[config.mk]
export PLATFORM = sky130hd
export DESIGN_NAME = switch_message_transmitter
export DESIGN_NICKNAME = d
export VERILOG_FILES = /design/src/shared/txm_pkg.sv /design/src/hdl/path_rotator.sv /design/src/hdl/switch_message_transmitter.sv
export SDC_FILE = /design/constraint.sdc
export NUM_CORES = 1
export LEC_CHECK = 0
export BUFFER_PORTS_ARGS = -buffer_cell sky130_fd_sc_hd__buf_4
export CORE_MARGIN = 1
export CORE_UTILIZATION = 45
export CTS_CLUSTER_DIAMETER = 120
export CTS_CLUSTER_SIZE = 14
export DETAILED_ROUTE_END_ITERATION = 7
export SLEW_MARGIN = 20
export SYNTH_ARGS = -nofsm -noshare
export SYNTH_HDL_FRONTEND = slang
export SYNTH_SLANG_ARGS = --single-unit
[constraint.sdc]
create_clock -name clock -period 3.5 [get_ports clock]
set_input_delay 0.525 -clock clock [delete_from_list [all_inputs] [get_ports clock]]
set_output_delay 0.525 -clock clock [all_outputs]
set_load 0.1 [all_outputs]
[src/shared/txm_pkg.sv]
// Shared constants and carrier types of the switch message transmitter.
package txm_pkg;
	localparam int DATA_W = 16;
	localparam int ADDR_W = 5;
	localparam int MEM_WORDS = 16;
	localparam int NUM_PATHS = 4;
	// Buffer 0 holds words 0..5, buffer 1 words 6..11, scratch 12..15
	localparam logic [3:0] BUF1_BASE = 4'h6;
	localparam logic [3:0] SCRATCH_BASE = 4'hc;
	localparam logic [2:0] MAX_DATA_WORDS = 3'h5;
	localparam int HDR_CNT_LSB = 0;
	localparam int HDR_CNT_W = 3;
	localparam logic [ADDR_W-1:0] OFS_MEM_LAST = 5'h0f;
	localparam logic [ADDR_W-1:0] OFS_PEND = 5'h10;
	localparam logic [ADDR_W-1:0] OFS_MASK = 5'h11;
	localparam logic [ADDR_W-1:0] OFS_STATUS = 5'h12;
	localparam int ST_BUSY_BIT = 0;
	localparam int ST_BUF_BIT = 1;
	localparam int ST_PATH_LSB = 2;
	localparam int ST_STOP_BIT = 4;
	localparam logic [3:0] RST_MASK = 4'hf;
	localparam logic [1:0] RST_PATH = 2'h3;
	localparam logic [1:0] RST_PEND = 2'h0;

	typedef enum logic [2:0] {
		ST_IDLE,
		ST_START,
		ST_ROUTE,
		ST_DATA,
		ST_CSUM,
		ST_FINISH
	} tx_state_type;

	typedef enum logic [2:0] {
		SRC_ZERO,
		SRC_MEM,
		SRC_SHIFT,
		SRC_ROUTE,
		SRC_CSUM,
		SRC_ONES
	} src_type;

	typedef struct packed {
		logic [ADDR_W-1:0] addr;
		logic [DATA_W-1:0] wdata;
		logic [1:0] byteEn;
		logic wr;
		logic rd;
	} bus_req_type;

	typedef struct packed {
		logic [3:0] data;
		logic frame;
		logic ignore;
	} link_out_type;

	typedef struct packed {
		logic reject;
		logic stopSend;
	} link_in_type;
endpackage

[src/hdl/path_rotator.sv]
// Picks the next enabled switch path in cyclic order.
`timescale 1ns/1ps
module path_rotator #(
	parameter int NUM_PATHS = 4
) (
	input wire logic [1:0] curPath, // Path of the previous attempt
	input wire logic [NUM_PATHS-1:0] mask, // One enable bit per path
	output logic [1:0] nextPath, // Path for the next attempt
	output logic anyEnabled // At least one path usable
);
	logic [1:0] cand;

	// Larger steps are tried first so the nearest enabled path wins
	always_comb begin
		cand = '0;
		nextPath = curPath;
		for (int k = NUM_PATHS; k >= 1; k--) begin
			cand = curPath + 2'(k);
			if (mask[cand]) begin
				nextPath = cand;
			end
		end
		anyEnabled = |mask;
	end
endmodule

[src/hdl/switch_message_transmitter.sv]
// Switch message transmitter: two output buffers, path choice, resend.
`timescale 1ns/1ps
//Contract
// - From idle the transmitter starts sending any pending buffer while at least one path is enabled.
// - A completed message clears its buffer's pending flag.
// - A rejected message is resent by hardware and its buffer stays pending.
// - Checksum and routing path are produced by the transmitter itself.
// - With both buffers pending each rejection switches to the other one.
// - Each attempt takes a different one of the four alternate paths while more than one path is enabled.
// - A four-bit mask inhibits paths and an inhibited path is never used.
// - Messages live in a sixteen word by sixteen bit dual-port memory.
// - The controller reads any word and writes its low, high or both bytes.
// - Twelve words form the two buffers and four are scratch storage.
// - Each nibble comes from zero, memory, shifted memory, route, sum, ones.
// - A word not yet written is covered by nibbles flagged to be ignored.
// - A rejection ends the message in progress at once.
// - While the far end says stop, only ignored nibbles are sent.
module switch_message_transmitter
	import txm_pkg::*;
(
	input wire logic clock, // 50 MHz clock
	input wire logic rst, // Synchronous reset, active high
	input wire bus_req_type busReq, // Register and memory port
	output logic [DATA_W-1:0] rdData, // Read data, one cycle after read
	input wire link_in_type linkIn, // Reject and stop lines from switch
	output link_out_type linkOut // Nibble, frame and ignore to switch
);
	typedef struct packed {
		tx_state_type state;
		logic curBuf;
		logic [1:0] path;
		logic [2:0] wordIdx;
		logic [1:0] nibIdx;
		logic [3:0] csum;
		logic [1:0] pend;
		logic [1:0][2:0] fill;
		logic [3:0] mask;
		logic [2:0] rejSync;
		logic [2:0] stopSync;
		logic rejF;
		logic stopF;
		link_out_type link;
		logic [DATA_W-1:0] rdData;
	} tx_regs_type;

	tx_regs_type r;
	tx_regs_type n;
	logic [DATA_W-1:0] mem [MEM_WORDS];
	logic [1:0] nextPath;
	logic anyPath;
	logic [1:0] pendSet;
	logic [1:0] pendClr;
	logic [DATA_W-1:0] curWord;
	logic [2:0] lastIdx;
	logic haveWord;
	logic [3:0] dataNib;
	logic [3:0] emitNib;
	logic emit;
	logic starve;
	logic goNow;
	logic memWr;
	logic [2:0] wIdx;
	logic sending;

	function automatic logic [3:0] bufWord(input logic b,
		input logic [2:0] idx);
		return b ? BUF1_BASE + {1'b0, idx} : {1'b0, idx};
	endfunction

	function automatic logic [2:0] bufIdx(input logic [3:0] a);
		return (a >= BUF1_BASE) ? 3'(a - BUF1_BASE) : a[2:0];
	endfunction

	function automatic logic [2:0] hdrWords(input logic [DATA_W-1:0] w);
		logic [2:0] c;
		c = w[HDR_CNT_LSB +: HDR_CNT_W];
		return (c > MAX_DATA_WORDS) ? MAX_DATA_WORDS : c;
	endfunction

	function automatic logic [3:0] nibbleOf(input src_type src,
		input logic [DATA_W-1:0] w, input logic [1:0] idx,
		input logic [1:0] p, input logic [3:0] sum);
		logic [DATA_W-1:0] sh;
		sh = w >> {idx, 2'b00};
		case (src)
			SRC_ZERO: return 4'h0;
			SRC_MEM: return w[3:0];
			SRC_SHIFT: return sh[3:0];
			SRC_ROUTE: return 4'h1 << p;
			SRC_CSUM: return sum;
			SRC_ONES: return 4'hf;
			default: return 4'h0;
		endcase
	endfunction

	path_rotator #(
		.NUM_PATHS(NUM_PATHS)
	) u_path_rotator (
		.curPath(r.path),
		.mask(r.mask),
		.nextPath(nextPath),
		.anyEnabled(anyPath)
	);

	assign memWr = busReq.wr && (busReq.addr <= OFS_MEM_LAST);
	assign wIdx = bufIdx(busReq.addr[3:0]);
	assign curWord = mem[bufWord(r.curBuf, r.wordIdx)];
	assign lastIdx = hdrWords(mem[bufWord(r.curBuf, 3'h0)]);
	assign haveWord = r.wordIdx < r.fill[r.curBuf];
	assign sending = r.state != ST_IDLE;
	assign dataNib = nibbleOf((r.nibIdx == 2'h0) ? SRC_MEM : SRC_SHIFT,
		curWord, r.nibIdx, r.path, r.csum);
	assign starve = (r.state == ST_DATA) && (r.nibIdx == 2'h0) && !haveWord;

	// Both controller ports share the array; the link side only reads it
	always_ff @(posedge clock) begin
		if (memWr) begin
			if (busReq.byteEn[0]) begin
				mem[busReq.addr[3:0]][7:0] <= busReq.wdata[7:0];
			end
			if (busReq.byteEn[1]) begin
				mem[busReq.addr[3:0]][15:8] <= busReq.wdata[15:8];
			end
		end
	end

	always_comb begin
		n = r;
		pendSet = '0;
		pendClr = '0;
		emit = 1'b0;
		emitNib = 4'h0;
		goNow = 1'b0;
		n.link = '0;
		n.rdData = '0;
		n.rejSync = {r.rejSync[1:0], linkIn.reject};
		n.stopSync = {r.stopSync[1:0], linkIn.stopSend};
		if (r.rejSync[1] == r.rejSync[2]) begin
			n.rejF = r.rejSync[2];
		end
		if (r.stopSync[1] == r.stopSync[2]) begin
			n.stopF = r.stopSync[2];
		end
		if (busReq.rd) begin
			if (busReq.addr <= OFS_MEM_LAST) begin
				n.rdData = mem[busReq.addr[3:0]];
			end else if (busReq.addr == OFS_PEND) begin
				n.rdData = {14'h0000, r.pend};
			end else if (busReq.addr == OFS_MASK) begin
				n.rdData = {12'h000, r.mask};
			end else if (busReq.addr == OFS_STATUS) begin
				n.rdData[ST_BUSY_BIT] = sending;
				n.rdData[ST_BUF_BIT] = r.curBuf;
				n.rdData[ST_PATH_LSB +: 2] = r.path;
				n.rdData[ST_STOP_BIT] = r.stopF;
			end
		end
		if (busReq.wr && busReq.addr == OFS_MASK) begin
			n.mask = busReq.wdata[3:0];
		end
		if (busReq.wr && busReq.addr == OFS_PEND) begin
			pendSet = busReq.wdata[1:0];
		end

		case (r.state)
			ST_IDLE: begin
				if ((|r.pend) && anyPath) begin
					goNow = 1'b1;
					n.curBuf = r.pend[r.curBuf] ? r.curBuf : ~r.curBuf;
					n.path = nextPath;
					n.wordIdx = 3'h0;
					n.nibIdx = 2'h0;
					n.csum = 4'h0;
					n.state = ST_START;
				end
			end
			default: begin
				if (r.rejF) begin
					// Pending stays set so the idle state retries it
					n.state = ST_IDLE;
					if (&r.pend) begin
						n.curBuf = ~r.curBuf;
					end
				end else if (r.stopF || starve) begin
					n.link.frame = 1'b1;
					n.link.ignore = 1'b1;
				end else begin
					emit = 1'b1;
					case (r.state)
						ST_START: begin
							emitNib = nibbleOf(SRC_ONES, curWord, 2'h0,
								r.path, r.csum);
							n.state = ST_ROUTE;
						end
						ST_ROUTE: begin
							emitNib = nibbleOf(SRC_ROUTE, curWord, 2'h0,
								r.path, r.csum);
							n.state = ST_DATA;
						end
						ST_DATA: begin
							emitNib = dataNib;
							n.csum = r.csum ^ dataNib;
							n.nibIdx = r.nibIdx + 2'h1;
							if (r.nibIdx == 2'h3) begin
								if (r.wordIdx >= lastIdx) begin
									n.state = ST_CSUM;
								end else begin
									n.wordIdx = r.wordIdx + 3'h1;
								end
							end
						end
						ST_CSUM: begin
							emitNib = nibbleOf(SRC_CSUM, curWord, 2'h0,
								r.path, r.csum);
							n.state = ST_FINISH;
						end
						default: begin
							emitNib = nibbleOf(SRC_ZERO, curWord, 2'h0,
								r.path, r.csum);
							pendClr[r.curBuf] = 1'b1;
							n.curBuf = ~r.curBuf;
							n.state = ST_IDLE;
						end
					endcase
				end
			end
		endcase
		if (emit) begin
			n.link.frame = 1'b1;
			n.link.data = emitNib;
		end
		// A software set in the same cycle as the hardware clear wins
		n.pend = (r.pend & ~pendClr) | pendSet;
		for (int b = 0; b < 2; b++) begin
			if (pendClr[b]) begin
				n.fill[b] = 3'h0;
			end
		end
		// Only buffer words count as filled; scratch words are left alone
		if (memWr && busReq.addr[3:0] < SCRATCH_BASE) begin
			if (r.fill[busReq.addr[3:0] >= BUF1_BASE] <= wIdx) begin
				n.fill[busReq.addr[3:0] >= BUF1_BASE] = wIdx + 3'h1;
			end
		end
	end

	always_ff @(posedge clock) begin
		if (rst) begin
			r <= '0;
			r.pend <= RST_PEND;
			r.mask <= RST_MASK;
			r.path <= RST_PATH;
		end else begin
			r <= n;
		end
	end

	assign rdData = r.rdData;
	assign linkOut = r.link;
endmodule

==> results by group, run 1 <==
Status
  • Status: complete, no violations

Floorplan
  • Core area: between 30,000 and 40,000 um^2
  • Die height: ~190 um
  • Rows: 67
  • Initial Util: 0.456
  • Die ar.: around 35,000 um^2
  • I/O pin count: 51
  • Die width: 186 um

Power
  • Pleak: a little under 6 nW
  • Worst vdd ir: around 0.37 mV
  • Cell Pwr Density: about 480 nW/um^2

Routing
  • 1st-iter DRT viols: between 1k and 1.5k
  • Drt total wl: 41.4 mm
  • Via/cell ratio: 6.06
  • Wirelength per Cell: 25.4 um
  • Post-DRT Antenna Nets: 0
  • DR vias: 9,892
  • # DRC: 0
  • Pre-antenna DRT Iters: 5

Timing
  • Top achievable clock speed: just over 300 MHz
  • Setup Skew: approximately 0.031 ns
  • Worst Setup Slack, final: ~0.21 ns
  • Fin. max-slew vios: 0
  • Final TNS setup: 0 ns
  • Slew margin rel.: 0.265
  • Post-layout min period: around 3.3 ns
  • Period utilization: 0.939
  • Setup Viol. Count Final: 0
  • Worst Max-Slew Pin Slew: around 1.1 ns
  • RSZ-0062 raised after global routing: no
  • Final Hold Viols: 0

Setup path
  • Worst Path Required: ~4.0 ns
  • Crit-path max FO: 9
  • Slowest cell on crit path: nor3_2
  • Bufs and invs on worst path: 2
  • Worst EP arrival: roughly 3.8 ns
  • CP Launch Type: flop
  • Ordered list of cells on the worst path: inv_1, ha_1, nor2b_1, nor3_2, a32oi_1, a31oi_1, o21ai_0, a211oi_1, buf_4, o21ai_0, a21oi_1
  • Crit. End Element: flop
  • CP top delay family: compound AO/OA/AOI/OAI gates
  • Crit-path max cell delay: 0.89 ns
  • Cell mode on critical path: o21ai_0
  • Critical Setup Path Class: reg2reg

Synthesis
  • Post-Syn Nets: between 1k and 1.5k
  • Warnings from Yosys: 0
  • Most frequent cell after synthesis: edfxtp_1
  • Register area share after synthesis: 0.578
  • Seq cells post-synth: around 310
  • Simple-gate area share of the yosys netlist: 0.102
  • Ranking of synthesized cells by area: edfxtp_1 50%, mux4_2 16%, dfxtp_1 7.5%, nand2_1 2.8%, mux2i_1 2.4%
  • Gate Count Post-Synth: approximately 1.1k
  • Synth Area in XOR/XNOR: 0.00525
  • Synth cell types: 60
  • Largest area contributor in the netlist: edfxtp_1
  • Post-synthesis mux area share: 0.198
  • Post-synth top area share: 0.504
  • Cell Area, Synth: between 15,000 and 20,000 um^2
  • Ys flop type: edfxtp_1
  • Synth cell count leaders: 256 x edfxtp_1, 115 x nand2_1, 110 x mux4_2
  • Post-synth ARST share: 0
  • Avg Cell Area, Syn: about 14 um^2
  • EDFF count, synth: about 260
  • Synth Area in Compound Gates: 0.0659
  • Post-synthesis adder-cell area fraction: 0.0148
  • Largest family of logic cells by synthesized area: multiplexers

Layout
  • ANT cells: 0
  • Fillers: around 2.8k
  • Post-layout util: 0.513
  • Layout area overhead: 12.5%
  • Final Net Count: around 1.2k
  • Share of layout cells above drive strength 1: 0.249

Place
  • Gpl congestion: between 0.8 and 0.9
  • Post-detail-place hpwl: 27.9 mm
  • Dpl ws: 0.186 ns
  • Buffers on Ports: 50

Clocking
  • Post-CTS sizing: 0
  • Worst-skew pair later-pin latency: between 0.5 and 0.6 ns
  • Clock tree buffer depth: 3
  • CTS tree: done
  • Clock Sink Count: around 310
  • CTS Root Cell: clkbuf_16
  • CTS H-tree lvls: 1
  • Hold-fix buffers at CTS: 0
  • Inserted Clock Buffers: 26
  • Clock transition at path regs: approximately 0.07 ns
  • Post-CTS setup buffers: 0

Flow run
  • Max cap viols: 0

GRT
  • Vias in the first global route: just under 10k
  • Grt total ovfl: 0
  • First-pass GRT wire length: about 62 mm
  • Gr usage total: 0.246
  • Largest net degree at the start of global routing: between 70 and 80
  • Initial antenna violation count: 0

Worst hold path
  • Worst Hold Class: in2reg
-- state kept, by name, summed over array words and instances, names as in the netlist --
name     cells
linkOut      6
mem        256
n            4
r           31
rdData      16
-- kinds of logic after synthesis --
family | count (synthesis)
muxes | 157
and+or+nand+nor | 334
xor gates and xnor gates | 7
DFF | 313
adders and majority gates | 18
buffers and inverters | 106
AOI/OAI and AO/OA | 154
-- metrics by stage --
step                      cell area [um^2]  power (mW)  hold WS [ns]  cells
after floorplan                      15300        5.11         0.414   1089
after global placement               16400        5.52         0.427   1586
after detailed placement             16400        5.52         0.428   1586
after CTS                            17200        8.25         0.192   1631
after global routing                 17200        8.48         0.206   1631
final                                17200        8.20         0.194   1631
-- cell type report --
class	count	area, um^2	share of cell area
clock buffer	44	739	0.0431
multi-input combinational	670	5900	0.343
clock inverter	1	11.3	0.000656
tap	448	561	0.0326
sequential	313	8830	0.514
timing repair buffer	138	1070	0.0625
inverter	17	63.8	0.00372
-- cells in the final DEF (no fill, tap or decap), types with 4 or more instances in the layout --
| master | instances |
|---|---|
| a211o_1 | 8 |
| a211oi_1 | 10 |
| a21oi_1 | 42 |
| a22oi_1 | 7 |
| a31oi_1 | 12 |
| a32oi_1 | 6 |
| and3_1 | 12 |
| buf_4 | 135 |
| clkbuf_1 | 17 |
| clkbuf_16 | 27 |
| dfxtp_1 | 57 |
| edfxtp_1 | 256 |
| ha_1 | 18 |
| inv_1 | 17 |
| mux2_2 | 7 |
| mux2i_1 | 36 |
| mux4_1 | 4 |
| mux4_2 | 110 |
| nand2_1 | 115 |
| nand2b_1 | 11 |
| nand3_1 | 33 |
| nand4_1 | 10 |
| nor2_1 | 84 |
| nor2b_1 | 25 |
| nor3_1 | 21 |
| o211ai_1 | 7 |
| o21a_1 | 6 |
| o21ai_0 | 25 |
| o22ai_1 | 6 |
| or2_2 | 5 |
| or3_1 | 4 |
| xnor2_1 | 4 |
-- where the power goes --
part           internal (mW)  leakage [nW]  switching [mW]
registers               4.06          2.77          0.0370
logic                  0.553          2.68           0.796
clock network           1.43         0.359            1.32
-- final timing paths --
path | start | end | slack, ns | cells past startpoint
setup / recovery | r[50] | r[44] | 0.21 | 11
hold / removal | linkIn[0] | n[25] | 0.19 | 2
setup reg to reg | r[50] | r[44] | 0.21 | 11
hold reg to reg | n[28] | n[29] | 0.44 | 1
-- routing by layer --
layer	routed length (um)	vias to the layer above	part of all wire	track usage
li1	-	4371	-	-
met1	17600	5016	0.43	0.364
met2	19400	432	0.47	0.386
met3	3230	73	0.078	0.0282
met4	1120	0	0.027	0.0705
met5	0	-	0	0
(Power assumes the default switching activity.)
==> inputs of run 2 (changes only) <==
--- a/config.mk
+++ b/config.mk
@@ -11,6 +11,7 @@
 export CTS_CLUSTER_DIAMETER = 120
 export CTS_CLUSTER_SIZE = 14
 export DETAILED_ROUTE_END_ITERATION = 7
+export MAX_ROUTING_LAYER = met4
 export SLEW_MARGIN = 20
 export SYNTH_ARGS = -nofsm -noshare
 export SYNTH_HDL_FRONTEND = slang
==> run 2 against run 1 <==
Clock skew is 0.0034 ns lower. Sequential power about the same. Flip-flop and latch count unchanged. Power hardly changed. Critical path depth unchanged. Clock-buffer cell count stayed put. Wire length shrank 0.17%. Critical path type unchanged. Critical endpoint unchanged.
==> results by group, run 2 (synthesis gave the netlist of run 1 again) <==
Floorplan
  • Rows: between 60 and 70
  • Die width: 186 um
  • I/O pin count: slightly above 50
  • Core area: 33,400 um^2
  • Die height: between 150 and 200 um
  • Initial Util: 0.456
  • Die ar.: 34,700 um^2

Timing
  • Setup Viol. Count Final: 0
  • Slew margin rel.: 0.249
  • Post-layout min period: about 3.3 ns
  • Setup Skew: about 0.028 ns
  • Top achievable clock speed: ~300 MHz
  • Final Hold Viols: 0
  • Worst Setup Slack, final: 0.150 ns
  • Final TNS setup: 0 ns
  • Worst Max-Slew Pin Slew: 1.12 ns
  • RSZ-0062 raised after global routing: no
  • Period utilization: 0.957
  • Fin. max-slew vios: 0

Clocking
  • CTS tree: done
  • Inserted Clock Buffers: 26
  • Clock Sink Count: 313
  • Post-CTS setup buffers: 0
  • CTS H-tree lvls: 1
  • Clock transition at path regs: around 0.070 ns
  • Hold-fix buffers at CTS: 0
  • Post-CTS sizing: 0
  • CTS Root Cell: clkbuf_16
  • Worst-skew pair later-pin latency: between 0.5 and 0.6 ns
  • Clock tree buffer depth: 3

Place
  • Dpl ws: around 0.19 ns
  • Placed insts: 1,586
  • Gpl congestion: 0.903
  • Buffers on Ports: 50
  • Placed Area: approximately 16,000 um^2
  • Post-detail-place hpwl: 27.9 mm

GRT
  • Largest net degree at the start of global routing: 74
  • Gr usage total: 0.254
  • Grt total ovfl: 0
  • Initial antenna violation count: 0
  • Vias in the first global route: 9,580
  • First-pass GRT wire length: about 62 mm

Setup path
  • Worst R2R Setup Slack: 0.15 ns
  • Slowest cell on crit path: nor3_2
  • CP top delay family: compound AO/OA/AOI/OAI gates
  • Critical Setup Path Class: reg2reg
  • Crit. End Element: flop
  • Worst EP arrival: between 3 and 4 ns
  • Cell mode on critical path: o21ai_0
  • Crit-path max FO: 9
  • Crit-path max cell delay: 0.91 ns
  • Worst Path Required: around 4.0 ns
  • Ordered list of cells on the worst path: inv_1, ha_1, nor2b_1, nor3_2, a32oi_1, a31oi_1, o21ai_0, a211oi_1, buf_4, o21ai_0, a21oi_1
  • CP Launch Type: flop
  • Bufs and invs on worst path: 2

Layout
  • Register area: around 8800 um^2
  • Multi-input gate area: 5900 um^2
  • Finished Layout Cells: about 1.6k
  • Final Net Count: ~1.2k
  • Most frequent cells in the layout: 256 x edfxtp_1, 135 x buf_4, 115 x nand2_1
  • Share of layout cells above drive strength 1: 0.249
  • Commonest non-fill, non-tap cell in the layout: edfxtp_1
  • Post-route design area: between 15,000 and 20,000 um^2
  • Flip-flop count of the largest register after layout: ~260
  • Layout area overhead: 12.5%
  • ANT cells: 0
  • Fillers: ~2.8k

Routing
  • Via/cell ratio: 6.05
  • # DRC: 0
  • Wirelength per Cell: 25.3 um
  • Post-DRT Antenna Nets: 0
  • Drt total wl: between 40 and 50 mm
  • DR vias: between 9k and 10k
  • 1st-iter DRT viols: around 1.2k
  • Pre-antenna DRT Iters: 5

Status
  • Status: complete, no violations

Flow run
  • Max cap viols: 0

Power
  • Power, Total: 8.20 mW
  • Pleak: between 5 and 6 nW
  • Worst vdd ir: ~0.37 mV
  • Cell Pwr Density: between 400 and 500 nW/um^2

Worst hold path
  • Worst Hold Class: in2reg
-- run 2: metrics by stage --
stage          hold slack (ns)  utilization
6_report                 0.199        0.513
5_1_grt                  0.206        0.513
4_1_cts                  0.192        0.513
3_5_place_dp             0.428        0.491
3_3_place_gp             0.427        0.491
2_1_floorplan            0.414            -
-- run 2: metal layers --
metal,routed length [um],part of all wire,GRT usage,vias up
met5,0,0,-,-
met4,1090,0.026,0.0698,0
met3,2880,0.070,0.0230,63
met2,19400,0.47,0.387,405
met1,17900,0.43,0.367,5020
li1,-,-,-,4375
-- run 2: layout make-up --
cell class	instances	area share
Inverter	17	0.00372
Clock buffer	44	0.0431
Tap cell	448	0.0326
Timing Repair Buffer	138	0.0625
Clock inverter	1	0.000656
Sequential cell	313	0.514
Multi-Input combinational cell	670	0.343
-- run 2: worst paths after layout --
path	start	end	cells after the start
min reg2reg	n[28]	n[29]	1
max	r[49]	r[44]	11
max reg2reg	r[49]	r[44]	11
min	linkIn[0]	n[25]	2
-- run 2: report_power, final --
| part | internal, mW | leakage [nW] | total (mW) | switching (mW) |
|---|---|---|---|---|
| combinational | 0.553 | 2.68 | 1.35 | 0.796 |
| sequential | 4.06 | 2.77 | 4.10 | 0.0372 |
| clock | 1.43 | 0.359 | 2.75 | 1.32 |
